### src/inc/bridge_map_pkg.sv
// address map, register layout and access timing for the core bridge
package bridge_map_pkg;
    // physical and program address widths
    localparam int PHYS_W = 28;
    localparam int PROG_W = 26;
    // data-side physical map
    localparam logic [27:0] ROM_HI = 28'h00FFFFF;
    localparam logic [27:0] RAM_END = 28'hFFFF000;
    localparam logic [27:0] RAM_KB_BYTES = 28'h0000400;
    localparam logic [1:0] RAM_TAG = 2'h3;
    localparam logic [1:0] ALIAS_TAG = 2'h0;
    localparam logic [27:0] PERI_LO = 28'hFFFF000;
    localparam logic [27:0] WORD_ALIGN = 28'hFFFFFFC;
    localparam logic [27:0] HALF_STEP = 28'h0000002;
    // program-side map
    localparam logic [25:0] PROG_ROM_END = 26'h0100000;
    localparam logic [25:0] PROG_PERI_LO = 26'h3FFF000;
    localparam logic [25:0] PROG_STEP = 26'h0000004;
    localparam logic [25:0] PROG_RESET = 26'h0000000;
    localparam logic [25:0] EXC_TABLE_BASE = 26'h0000000;
    localparam int EXC_SHIFT = 4;
    // register offsets
    localparam logic [31:0] WIN_CTRL_ADDR = 32'hFFFFF064;
    localparam logic [31:0] WAIT_CTRL_ADDR = 32'hFFFFF06E;
    // window control layout
    localparam int WIN_EN_BIT = 15;
    localparam int WIN_ZERO_BIT = 14;
    localparam int WIN_BASE_W = 14;
    localparam int WIN_SHIFT = 14;
    localparam logic WIN_EN_RESET = 1'b0;
    localparam logic [13:0] WIN_BASE_RESET = 14'h0000;
    localparam logic [15:0] WIN_RD_ON = 16'h8FFB;
    localparam logic [15:0] WIN_RD_OFF = 16'h0000;
    // wait control layout
    localparam logic [7:0] WAIT_RESET = 8'h77;
    localparam logic [7:0] WAIT_MASK = 8'h77;
    localparam int SETUP_LSB = 4;
    localparam int STROBE_LSB = 0;
    localparam int WAIT_W = 3;
    // access clocks
    localparam logic [4:0] FETCH_SEQ_CLK = 5'h01;
    localparam logic [4:0] FETCH_BR_CLK = 5'h02;
    localparam logic [4:0] ROM_OP_CLK = 5'h03;
    localparam logic [4:0] RAM_OP_CLK = 5'h01;
    localparam logic [4:0] PERI_OP_CLK = 5'h03;
    localparam logic [4:0] NONE_OP_CLK = 5'h03;
    typedef enum logic [2:0] {
        RGN_NONE, RGN_ROM, RGN_RAM, RGN_PERI, RGN_WIN
    } region_t;
    typedef enum logic [1:0] {SZ_BYTE, SZ_HALF, SZ_WORD} size_t;
endpackage

### src/hw/core_bus_bridge.sv
// address decode, access timing and size split between core and memories
//
// The address-and-strobe port was left to the implementer.
`timescale 1ns/100ps

// Summary of operation
// - program counter upper six bits stay zero
// - branch carry out of bit 25 dropped
// - operand address sum truncated to 32 bits
// - internal ROM at first 1 MB
// - exceptions jump to handler table in ROM
// - internal RAM below peripheral area, up to 12 KB
// - RAM also seen at 3FF alias
// - peripheral 4 KB area, fetches refused
// - word peripheral access: two halves, low first
// - byte register by halfword: low byte written
// - 16 KB window base from base field
// - bit 15 enables window, fixed read values
// - window control is 16-bit, bit 14 zero
// - fixed ROM and RAM access clocks
// - peripheral access: 3 plus programmed waits
// - wait register resets 77H, two 3-bit fields
// - wait register takes bit and byte access
// - data decode ignores address bits 31..28
module core_bus_bridge #(
    parameter int RAM_KB = 12,
    parameter int EXC_W = 8
) (
    // clock and reset
    input wire logic sys_clk,
    input wire logic reset_n,
    // instruction fetch
    input wire logic fetch_req,
    input wire logic fetch_branch,
    input wire logic [31:0] fetch_disp,
    input wire logic exc_ack,
    input wire logic [EXC_W-1:0] exc_code,
    output logic fetch_done,
    output logic fetch_fault,
    output logic [31:0] program_counter,
    // operand access
    input wire logic op_req,
    input wire logic [31:0] op_base,
    input wire logic [31:0] op_disp,
    input wire bridge_map_pkg::size_t op_size,
    input wire logic op_we,
    input wire logic [31:0] op_wdata,
    output logic op_busy,
    output logic op_done,
    output logic [31:0] op_rdata,
    // memory and peripheral side
    output logic dn_req,
    output bridge_map_pkg::region_t dn_region,
    output logic [27:0] dn_addr,
    output logic dn_we,
    output bridge_map_pkg::size_t dn_size,
    output logic [31:0] dn_wdata,
    input wire logic [31:0] dn_rdata,
    // register port
    input wire logic [31:0] reg_addr,
    input wire logic [15:0] reg_wdata,
    input wire logic reg_wr,
    input wire logic reg_rd,
    output logic [15:0] reg_rdata,
    // configuration seen by the memories
    output logic window_access_enable,
    output logic [13:0] window_base_field,
    output logic [2:0] setup_wait,
    output logic [2:0] strobe_wait
);
    import bridge_map_pkg::*;

    localparam logic [27:0] RAM_LO =
        RAM_END - 28'(RAM_KB) * RAM_KB_BYTES;

    if (!(RAM_KB == 12 || RAM_KB == 10 || RAM_KB == 8)) begin : g_ram_chk
        $error("RAM_KB must be 8, 10 or 12");
    end
    if (EXC_W < 1 || EXC_W > PROG_W - EXC_SHIFT) begin : g_exc_chk
        $error("EXC_W out of range");
    end

    typedef enum {OP_IDLE, OP_FIRST, OP_SECOND} op_state_t;

    // ----------------------------------------------------------------
    // decode functions
    // ----------------------------------------------------------------
    function automatic logic ram_hit(input logic [27:0] a);
        logic [27:0] m;
        m = {RAM_TAG, a[25:0]};
        ram_hit = (a[27:26] == RAM_TAG || a[27:26] == ALIAS_TAG) &&
            m >= RAM_LO && m < RAM_END;
    endfunction

    function automatic region_t decode(input logic [27:0] a,
        input logic en, input logic [13:0] base);
        decode = RGN_NONE;
        if (a <= ROM_HI) begin
            decode = RGN_ROM;
        end else if (a >= PERI_LO) begin
            decode = RGN_PERI;
        end else if (ram_hit(a)) begin
            decode = RGN_RAM;
        end else if (en && a[27:WIN_SHIFT] == base) begin
            decode = RGN_WIN;
        end
    endfunction

    // ----------------------------------------------------------------
    // registers
    // ----------------------------------------------------------------
    logic win_en_q;
    logic [13:0] win_base_q;
    logic [7:0] wait_q;
    logic [15:0] reg_rdata_q;
    logic wr_win;
    logic wr_wait;

    assign wr_win = reg_wr && reg_addr == WIN_CTRL_ADDR;
    assign wr_wait = reg_wr && reg_addr == WAIT_CTRL_ADDR;

    always_ff @(posedge sys_clk or negedge reset_n) begin
        if (!reset_n) begin
            win_en_q <= WIN_EN_RESET;
            win_base_q <= WIN_BASE_RESET;
        end else if (wr_win) begin
            win_en_q <= reg_wdata[WIN_EN_BIT];
            win_base_q <= reg_wdata[WIN_BASE_W-1:0];
        end
    end

    always_ff @(posedge sys_clk or negedge reset_n) begin
        if (!reset_n) begin
            wait_q <= WAIT_RESET;
        end else if (wr_wait) begin
            // low byte only, whatever the access width
            wait_q <= reg_wdata[7:0] & WAIT_MASK;
        end
    end

    always_ff @(posedge sys_clk or negedge reset_n) begin
        if (!reset_n) begin
            reg_rdata_q <= 16'h0000;
        end else if (reg_rd && reg_addr == WIN_CTRL_ADDR) begin
            reg_rdata_q <= win_en_q ? WIN_RD_ON : WIN_RD_OFF;
        end else if (reg_rd && reg_addr == WAIT_CTRL_ADDR) begin
            reg_rdata_q <= {8'h00, wait_q};
        end else begin
            reg_rdata_q <= 16'h0000;
        end
    end

    assign reg_rdata = reg_rdata_q;
    assign window_access_enable = win_en_q;
    assign window_base_field = win_base_q;
    assign setup_wait = wait_q[SETUP_LSB+WAIT_W-1:SETUP_LSB];
    assign strobe_wait = wait_q[STROBE_LSB+WAIT_W-1:STROBE_LSB];

    // ----------------------------------------------------------------
    // instruction fetch
    // ----------------------------------------------------------------
    logic [25:0] prog_q;
    logic [31:0] prog_out_q;
    logic fbusy_q;
    logic fdone_q;
    logic ffault_q;
    logic fpend_q;
    logic [4:0] fcnt_q;
    logic f_go;
    logic f_bad;
    logic [25:0] f_tgt;
    logic [4:0] f_lat;

    assign f_go = (fetch_req || exc_ack) && !fbusy_q;

    always_comb begin
        if (exc_ack) begin
            f_tgt = EXC_TABLE_BASE +
                26'({exc_code, {EXC_SHIFT{1'b0}}});
        end else if (fetch_branch) begin
            f_tgt = prog_q + fetch_disp[25:0];
        end else begin
            f_tgt = prog_q;
        end
        f_bad = f_tgt >= PROG_PERI_LO ||
            !(f_tgt < PROG_ROM_END || ram_hit({ALIAS_TAG, f_tgt}));
        if (f_bad || !(exc_ack || fetch_branch)) begin
            f_lat = FETCH_SEQ_CLK;
        end else begin
            f_lat = FETCH_BR_CLK;
        end
    end

    always_ff @(posedge sys_clk or negedge reset_n) begin
        if (!reset_n) begin
            prog_q <= PROG_RESET;
            prog_out_q <= 32'h00000000;
            fbusy_q <= 1'b0;
            fdone_q <= 1'b0;
            ffault_q <= 1'b0;
            fpend_q <= 1'b0;
            fcnt_q <= 5'h00;
        end else begin
            fdone_q <= 1'b0;
            ffault_q <= 1'b0;
            if (f_go) begin
                prog_out_q <= {6'h00, f_tgt};
                fpend_q <= f_bad;
                fcnt_q <= f_lat - 5'h01;
                fbusy_q <= 1'b1;
                if (!f_bad) begin
                    prog_q <= f_tgt + PROG_STEP;
                end
            end else if (fbusy_q) begin
                if (fcnt_q == 5'h00) begin
                    fbusy_q <= 1'b0;
                    fdone_q <= 1'b1;
                    ffault_q <= fpend_q;
                end else begin
                    fcnt_q <= fcnt_q - 5'h01;
                end
            end
        end
    end

    assign fetch_done = fdone_q;
    assign fetch_fault = ffault_q;
    assign program_counter = prog_out_q;

    // ----------------------------------------------------------------
    // operand access
    // ----------------------------------------------------------------
    op_state_t state_q;
    logic [31:0] o_addr;
    logic [27:0] o_phys;
    region_t o_rgn;
    logic [4:0] o_lat;
    logic o_split;
    logic [4:0] olat_q;
    logic [4:0] ocnt_q;
    logic osplit_q;
    logic obusy_q;
    logic odone_q;
    logic [31:0] ordata_q;
    logic dreq_q;
    region_t drgn_q;
    logic [27:0] daddr_q;
    logic dwe_q;
    size_t dsize_q;
    logic [31:0] dwdata_q;

    always_comb begin
        o_addr = op_base + op_disp;
        o_phys = o_addr[27:0];
        o_rgn = decode(o_phys, win_en_q, win_base_q);
        case (o_rgn)
            RGN_ROM: o_lat = ROM_OP_CLK;
            RGN_RAM: o_lat = RAM_OP_CLK;
            RGN_PERI, RGN_WIN: begin
                o_lat = PERI_OP_CLK + 5'(setup_wait) +
                    5'(strobe_wait);
            end
            default: o_lat = NONE_OP_CLK;
        endcase
        o_split = (o_rgn == RGN_PERI || o_rgn == RGN_WIN) &&
            op_size == SZ_WORD;
    end

    always_ff @(posedge sys_clk or negedge reset_n) begin
        if (!reset_n) begin
            state_q <= OP_IDLE;
            olat_q <= 5'h00;
            ocnt_q <= 5'h00;
            osplit_q <= 1'b0;
            obusy_q <= 1'b0;
            odone_q <= 1'b0;
            ordata_q <= 32'h00000000;
            dreq_q <= 1'b0;
            drgn_q <= RGN_NONE;
            daddr_q <= 28'h0000000;
            dwe_q <= 1'b0;
            dsize_q <= SZ_BYTE;
            dwdata_q <= 32'h00000000;
        end else begin
            dreq_q <= 1'b0;
            odone_q <= 1'b0;
            case (state_q)
                OP_IDLE: begin
                    if (op_req) begin
                        drgn_q <= o_rgn;
                        dreq_q <= o_rgn != RGN_NONE;
                        // word split ignores low address bits
                        daddr_q <= o_split ? o_phys & WORD_ALIGN : o_phys;
                        dsize_q <= o_split ? SZ_HALF : op_size;
                        dwe_q <= op_we;
                        dwdata_q <= op_wdata;
                        olat_q <= o_lat;
                        ocnt_q <= o_lat - 5'h01;
                        osplit_q <= o_split;
                        obusy_q <= 1'b1;
                        state_q <= OP_FIRST;
                    end
                end
                OP_FIRST: begin
                    if (ocnt_q != 5'h00) begin
                        ocnt_q <= ocnt_q - 5'h01;
                    end else if (osplit_q) begin
                        // low half done, start upper half
                        ordata_q <= {16'h0000, dn_rdata[15:0]};
                        dreq_q <= 1'b1;
                        daddr_q <= daddr_q + HALF_STEP;
                        dwdata_q <= {16'h0000, dwdata_q[31:16]};
                        ocnt_q <= olat_q - 5'h01;
                        state_q <= OP_SECOND;
                    end else begin
                        ordata_q <= drgn_q == RGN_NONE ?
                            32'h00000000 : dn_rdata;
                        odone_q <= 1'b1;
                        obusy_q <= 1'b0;
                        state_q <= OP_IDLE;
                    end
                end
                OP_SECOND: begin
                    if (ocnt_q != 5'h00) begin
                        ocnt_q <= ocnt_q - 5'h01;
                    end else begin
                        ordata_q <= {dn_rdata[15:0], ordata_q[15:0]};
                        odone_q <= 1'b1;
                        obusy_q <= 1'b0;
                        state_q <= OP_IDLE;
                    end
                end
                default: begin
                    state_q <= OP_IDLE;
                end
            endcase
        end
    end

    assign op_busy = obusy_q;
    assign op_done = odone_q;
    assign op_rdata = ordata_q;
    assign dn_req = dreq_q;
    assign dn_region = drgn_q;
    assign dn_addr = daddr_q;
    assign dn_we = dwe_q;
    assign dn_size = dsize_q;
    assign dn_wdata = dwdata_q;

    logic [5:0] h_elapsed_q;
    logic [5:0] h_expect_q;
    logic o_go;

    assign o_go = op_req && state_q == OP_IDLE;

    always_ff @(posedge sys_clk or negedge reset_n) begin
        if (!reset_n) begin
            h_elapsed_q <= 6'h00;
            h_expect_q <= 6'h00;
        end else if (o_go) begin
            h_elapsed_q <= 6'h01;
            h_expect_q <= o_split ? {o_lat, 1'b0} : {1'b0, o_lat};
        end else if (obusy_q) begin
            h_elapsed_q <= h_elapsed_q + 6'h01;
        end
    end
endmodule

### config.mk
export PLATFORM = sky130hd
export DESIGN_NAME = core_bus_bridge
export DESIGN_NICKNAME = d
export VERILOG_FILES = /design/src/inc/bridge_map_pkg.sv /design/src/hw/core_bus_bridge.sv
export SDC_FILE = /design/constraint.sdc
export NUM_CORES = 1
export LEC_CHECK = 0
export ABC_AREA = 1
export BUFFER_PORTS_ARGS = -buffer_cell sky130_fd_sc_hd__buf_2
export CORE_MARGIN = 2
export CORE_UTILIZATION = 50
export CTS_CLUSTER_DIAMETER = 120
export CTS_CLUSTER_SIZE = 14
export DETAILED_ROUTE_END_ITERATION = 8
export GPL_TIMING_DRIVEN = 0
export PLACE_DENSITY_LB_ADDON = 0.15
export SLEW_MARGIN = 20
export SYNTH_ARGS = -nofsm -noshare
export SYNTH_HDL_FRONTEND = slang
export SYNTH_SLANG_ARGS = --single-unit
### constraint.sdc
create_clock -name sys_clk -period 3.9 [get_ports sys_clk]
set_clock_uncertainty 0.2 [all_clocks]
set_input_delay 0.39 -clock sys_clk [delete_from_list [all_inputs] [get_ports sys_clk]]
set_output_delay 0.39 -clock sys_clk [all_outputs]
set_load 0.02 [all_outputs]
# Word level (Yosys, flattened, before mapping)
# Cells that the tools add are included.
# totals
reg_bits	242
inputBits	227
word_cells	166
# classes
n_addsub	11
magnitude_cmp	8
n_eq_ne	18
mux	61
bitwise_logic	3
reduce_logical	40
# op_table
cell	n
32-bit 2-to-1 mux	10
32-bit one-hot mux with 2 select lines	2
32-bit one-hot mux with 3 select lines	1
28-bit >= comparator, second input constant	3
28-bit 2-to-1 mux	3
32-bit == test, second input constant	2
28-bit < comparator, second input constant	2
28-bit one-hot mux with 2 select lines	1
26-bit 2-to-1 mux	2
5-bit 2-to-1 mux	7
32-bit by 1-bit == test with 1-bit output, second input constant	1
32-bit by 2-bit == test with 1-bit output, second input constant	1
32-bit logical NOT	1
16-bit 2-to-1 mux	2
28-bit by 2-bit adder with 28-bit output, second input constant	1
28-bit adder	1
28-bit by 20-bit less-or-equal comparator with 1-bit output, second input constant	1
26-bit adder	1
26-bit by 3-bit adder with 26-bit output, second input constant	1
26-bit >= comparator, second input constant	1
26-bit by 21-bit < comparator with 1-bit output, second input constant	1
5-bit by 1-bit subtractor with 5-bit output, second input constant	5
1-bit 2-to-1 mux	19
5-bit one-hot mux with 3 select lines	1
other kinds (29)	71

# Logic depth before layout (Yosys ltp)
# depth
ltp_word	14
mapped_depth	26

# Worst setup path after synthesis
# OpenSTA, ideal clock, no wires.
# synth_timing
kind	input to register
startpoint	in op_base[6]
endpoint	reg ocnt_q[3]
t_arrival_ns	2.906
slack_ns	0.644
cell_stages	26
n_path_buf	0
path_cell_list	ha_1 nand2_1 nor2_1 nand3_1 nand3_1 nand2_1 nand2_1 nand2_1 o21ai_0 nand2_1 nand2_1 inv_1 ha_1 nand3b_1 nor2_1 nand2_1 nor2_2 nor2_1 nand3_2 nand2_4 nand3_1 nor2_2 nand2_1 nand3_1 nand2_1 o21ai_0
# synth_between
elab_chain_len	14
word_cells_on_any_way	24
cone_classes	2 x add/sub; 4 x order compare; 5 x eq/ne; 7 x mux; 6 x reduce/logical
# synth_lines
element	line	text
from (decl)	core_bus_bridge.sv:43	input wire logic [31:0] op_base,
28-bit adder (*)	core_bus_bridge.sv:253	o_addr = op_base + op_disp;
branches (longest 6 deep; another with 28-bit >= comparator)	n/a	
3-bit 2-to-1 mux (*)	core_bus_bridge.sv:98	if (a <= ROM_HI) begin
3-bit by 2-bit == test with 1-bit output / 3-bit == test (equally long branches)	core_bus_bridge.sv:256	case (o_rgn)
2-bit OR reduction	core_bus_bridge.sv:256	
5-bit one-hot mux with 2 select lines (*)	core_bus_bridge.sv:256	
5-bit by 1-bit subtractor with 5-bit output (*)	core_bus_bridge.sv:298	ocnt_q <= o_lat - 5'h01;
5-bit 2-to-1 mux (*)	core_bus_bridge.sv:289	if (op_req) begin
5-bit one-hot mux with 3 select lines (*)	core_bus_bridge.sv:287	case (state_q)
to (signal assigned)	core_bus_bridge.sv:298	
to (signal assigned)	core_bus_bridge.sv:306	ocnt_q <= ocnt_q - 5'h01;
to (signal assigned)	core_bus_bridge.sv:313	ocnt_q <= olat_q - 5'h01;
to (decl)	core_bus_bridge.sv:240	logic [4:0] ocnt_q;
# Every way passes the cells marked *. The select of a mux whose other input is x is not followed.
# A chain may end at the register's enable or synchronous reset.

# Final worst setup path
# layout_timing
startpoint	reg prog_q[0]
endpoint	reg prog_q[19]
# layout_between
elab_chain_len	10
word_cells_on_any_way	14
cone_classes	2 x add/sub; 4 x order compare; 2 x mux; 1 x bitwise; 5 x reduce/logical
# layout_lines
element	line	text
from (decl)	core_bus_bridge.sv:162	logic [25:0] prog_q;
from (signal assigned)	core_bus_bridge.sv:212	prog_q <= f_tgt + PROG_STEP;
26-bit adder	core_bus_bridge.sv:181	f_tgt = prog_q + fetch_disp[25:0];
26-bit 2-to-1 mux (*)	core_bus_bridge.sv:180	end else if (fetch_branch) begin
26-bit 2-to-1 mux (*)	core_bus_bridge.sv:177	if (exc_ack) begin
28-bit >= comparator / 28-bit < comparator (equally long branches)	core_bus_bridge.sv:92	m >= RAM_LO && m < RAM_END;
1-bit logical AND	core_bus_bridge.sv:92	
1-bit logical OR	core_bus_bridge.sv:186	!(f_tgt < PROG_ROM_END || ram_hit({ALIAS_TAG, f_tgt}));
1-bit logical NOT	core_bus_bridge.sv:186	
1-bit logical OR	core_bus_bridge.sv:185	f_bad = f_tgt >= PROG_PERI_LO ||
1-bit inverter (no line)	n/a	
2-bit AND reduction (no line)	n/a	
# Mark *: on every way between the ends. The rest lies on a longest branch, timed or not.

==> flow_summary_export.csv <==
group,metric,value,unit
layout,fin_util,64.0,%
floorplan,ios,399,
detailed_routing,drc,0,
setup_path,timing.rr.end,"prog_q[19]$_DFFE_PN0P_",
layout,layout-drive-gt1-share,20.5,%
layout,syn_to_final_growth,26.0,%
setup_path,critPathMaxFanout,4,
worst_hold_path,min_path_type,"input pin to register",
setup_path,r2r-start,"prog_q[0]$_DFFE_PN0P_",
yosys,synth_ff_type,"dfrtp_1",
layout,fillers,2553,
power,p_leak,0.00935,uW
sta,finalCritPeriodShare,92.9,%
sta,rsz0062_at_grt,"no",
detailed_routing,vias,15100,
yosys,async_flop_share,100,%
setup_path,regToRegSetupSlack,280,ps
sta,hold_viol,0,
yosys,netlist_instances,1966,
sta,fin_ws,277,ps
floorplan,die_y,172,um
clocking,clock_path_buffers,3,
global_routing,grt_max_degree,74,
yosys,syn_area_per_cell,7.17,um^2
layout,final_common_cell,"nand2_1",
setup_path,critPathKind,"register to register",
yosys,yosysSeqAreaShare,36.1,%
setup_path,cp.required,4100,ps
setup_path,rr_worst_depth,19,
power,powerDensity,651,nW/um^2
global_routing,grt_overflow_total,0,
global_routing,grt_pass1_wl,72100,um
power,peakVddDrop,414,uV
sta,worst_pin_slew,1090,ps
global_routing,grt_usage,30.8,%
sta,whs,95.0,ps
clocking,htree_levels,1,
floorplan,start_util,50.8,%
flow_run,max_cap_viol_count,0,
clocking,numCtsBuffers,18,
outcome,status,"finished, final reports clean",
sta,min_period,3620,ps
detailed_routing,antenna_left,0,
yosys,synth_top_area_share,35.0,%
layout,multi_input_comb_area,7860,um^2
setup_path,slowest_delay,390,ps
floorplan,die_area,29600,um^2
global_routing,grt_pass1_vias,14200,
detailed_routing,avgViaCountPerCell,5.33,
setup_path,cp-end-kind,"register",
setup_path,crit_slowest_cell,"fa_1",
layout,fin_nets,2741,
detailed_routing,drt_iter0_drc,1173,
clocking,cts_root_buf,"clkbuf_16",
layout,regArea,5090,um^2
setup_path,cp-endpoint,"prog_q[19]$_DFFE_PN0P_",
setup_path,crit_path_start_kind,"register",
clocking,clkLatencyLatePin,510,ps
sta,report.final.slew_viol_count,0,
floorplan,dieWidth,172,um
placement,io_buffer_count,373,
yosys,yosys_warnings,0,
setup_path,cpMostUsedCell,"nand2_1",
detailed_routing,wl,46100,um
setup_path,path_cells,"ha_1, inv_1, fa_1, nand3b_1, nand2_2, a21oi_1, o21bai_2, nand3_1, nand2_1, a21oi_1, xnor2_1, nand2_1, o21ai_2, nand2_1, nor3_1, nand3_1, xor2_1, nand2_1, nand2_1",
yosys,synth_cell_types,63,
yosys,synth_edf_count,0,
global_routing,antenna_found_initial,4,
yosys,yosys-top-cells-area,"dfrtp_1 (35%), nand2_1 (13%), ha_1 (6.3%)",
clocking,cts_tree,"built",
sta,fmax,0.276,GHz
layout,final_cell_mix,"nand2_1 (505), buf_2 (377), inv_1 (224)",
floorplan,coreArea,27800,um^2
sta,relSlewSlack,26.9,%
yosys,synth-seq-cells,203,
placement,dp_hpwl,36300,um
power,totalPowerFinal,11600,uW
placement,place.gp.congestion,0.952,
sta,setup_viol,0,
clocking,clk_pin_slew,70,ps
detailed_routing,first_pass_iters,7,
placement,place_ws,-127,ps
yosys,synth_area,14100,um^2
yosys,yosys.area.top_type,"dfrtp_1",
detailed_routing,avgRoutedWirePerCell,16.3,um
setup_path,cp-startpoint,"prog_q[0]$_DFFE_PN0P_",
setup_path,worstPathArrival,3820,ps
floorplan,rows,61,
clocking,cts.sinks,203,
## how the worst min path moves through the flow
stage / startpoint / to / cells past startpoint
CTS: op_req / state_q[0]$_DFFE_PN0P_ / 4
finish: reg_rd / reg_rdata[11]$_DFF_PN0_ / 3
global placement: dn_size[1]$_DFFE_PN0P_ / dn_size[1]$_DFFE_PN0P_ / 2
floorplan: reset_n / dn_addr[0]$_DFFE_PN0P_ / 0
detailed placement: reset_n / window_base_field[3]$_DFFE_PN0P_ / 1
global route: reg_rd / reg_rdata[2]$_DFF_PN0_ / 3
## sequential cells by signal, summed over array words and instances, names as in the netlist, 5 cells and up
name / cells
dn_wdata: 32
op_rdata: 32
dn_addr: 28
prog_q: 26
program_counter: 26
window_base_field: 14
reg_rdata: 7
wait_q: 6
fcnt_q: 5
ocnt_q: 5
olat_q: 5
## through the flow
stage	setup TNS [ps]	area, um^2	instances
after CTS	0	17700	2822
final	0	17800	2828
after floorplan	0	14100	1974
after global placement	-248920	16500	2725
after detailed placement	-416	16500	2727
after global routing	0	17800	2827
## cells by family after synthesis
group,count (synthesis),synth area share (%)
other,1,0.0266
flip-flops,203,36.1
buffers and inverters,302,8.61
AO/OA/AOI/OAI,354,14.3
multiplexers,16,1.27
XOR/XNOR,62,3.85
AND/OR/NAND/NOR,954,29.2
adder cells (fa/ha/maj),74,6.72
## area by class of cell
cell class              instances  area share (%)
clock inverters                 2           0.141
flip-flops and latches        203            28.6
inverters                     232            4.91
well taps                     378            2.66
repair buffers                446            14.8
plain buffers                  70            1.91
multi-input cells            1469            44.2
diodes                          2          0.0282
clock buffers                  26            2.70
## critical path: cells and delay by family, from the launching register on
| kind | cells | cell delay, ps |
|---|---|---|
| and+or+nand+nor | 10 | 1420 |
| adders and majority gates | 2 | 560 |
| AOI/OAI and AO/OA | 4 | 540 |
| xor gates and xnor gates | 2 | 390 |
| DFF | 1 | 370 |
| buffers and inverters | 1 | 50 |
## cell usage after synthesis (29+ instances only)
master / instances
dfrtp_1: 197
ha_1: 71
o21ai_0: 120
nand3_1: 139
nand4_1: 31
xor2_1: 48
a21oi_1: 114
nand2_1: 507
nor3_1: 29
inv_1: 224
clkbuf_1: 45
nor2_1: 186
## report_power, final
group | switching (uW) | internal (uW)
Sequential | 651 | 2930
Combinational | 4240 | 2080
Clock | 804 | 861
## repair_timing
item | in CTS | in global routing
hold endpoints to repair | 134 | 0
hold buffers | 67 | 0
buffers inserted | 0 | 4
endpoints found under the setup margin | 0 | 14
gates resized for setup | 0 | 7
## per-layer routing
metal  GRT usage [%]  up-vias  wire length, um
met5               0        -               12
met4            11.7        2             2010
met3            4.14      126             2970
met2            53.7      611            22100
met1            38.9     6911            18900
li1                -     7416                -
Note: power is estimated with default switching activity, not from simulation.
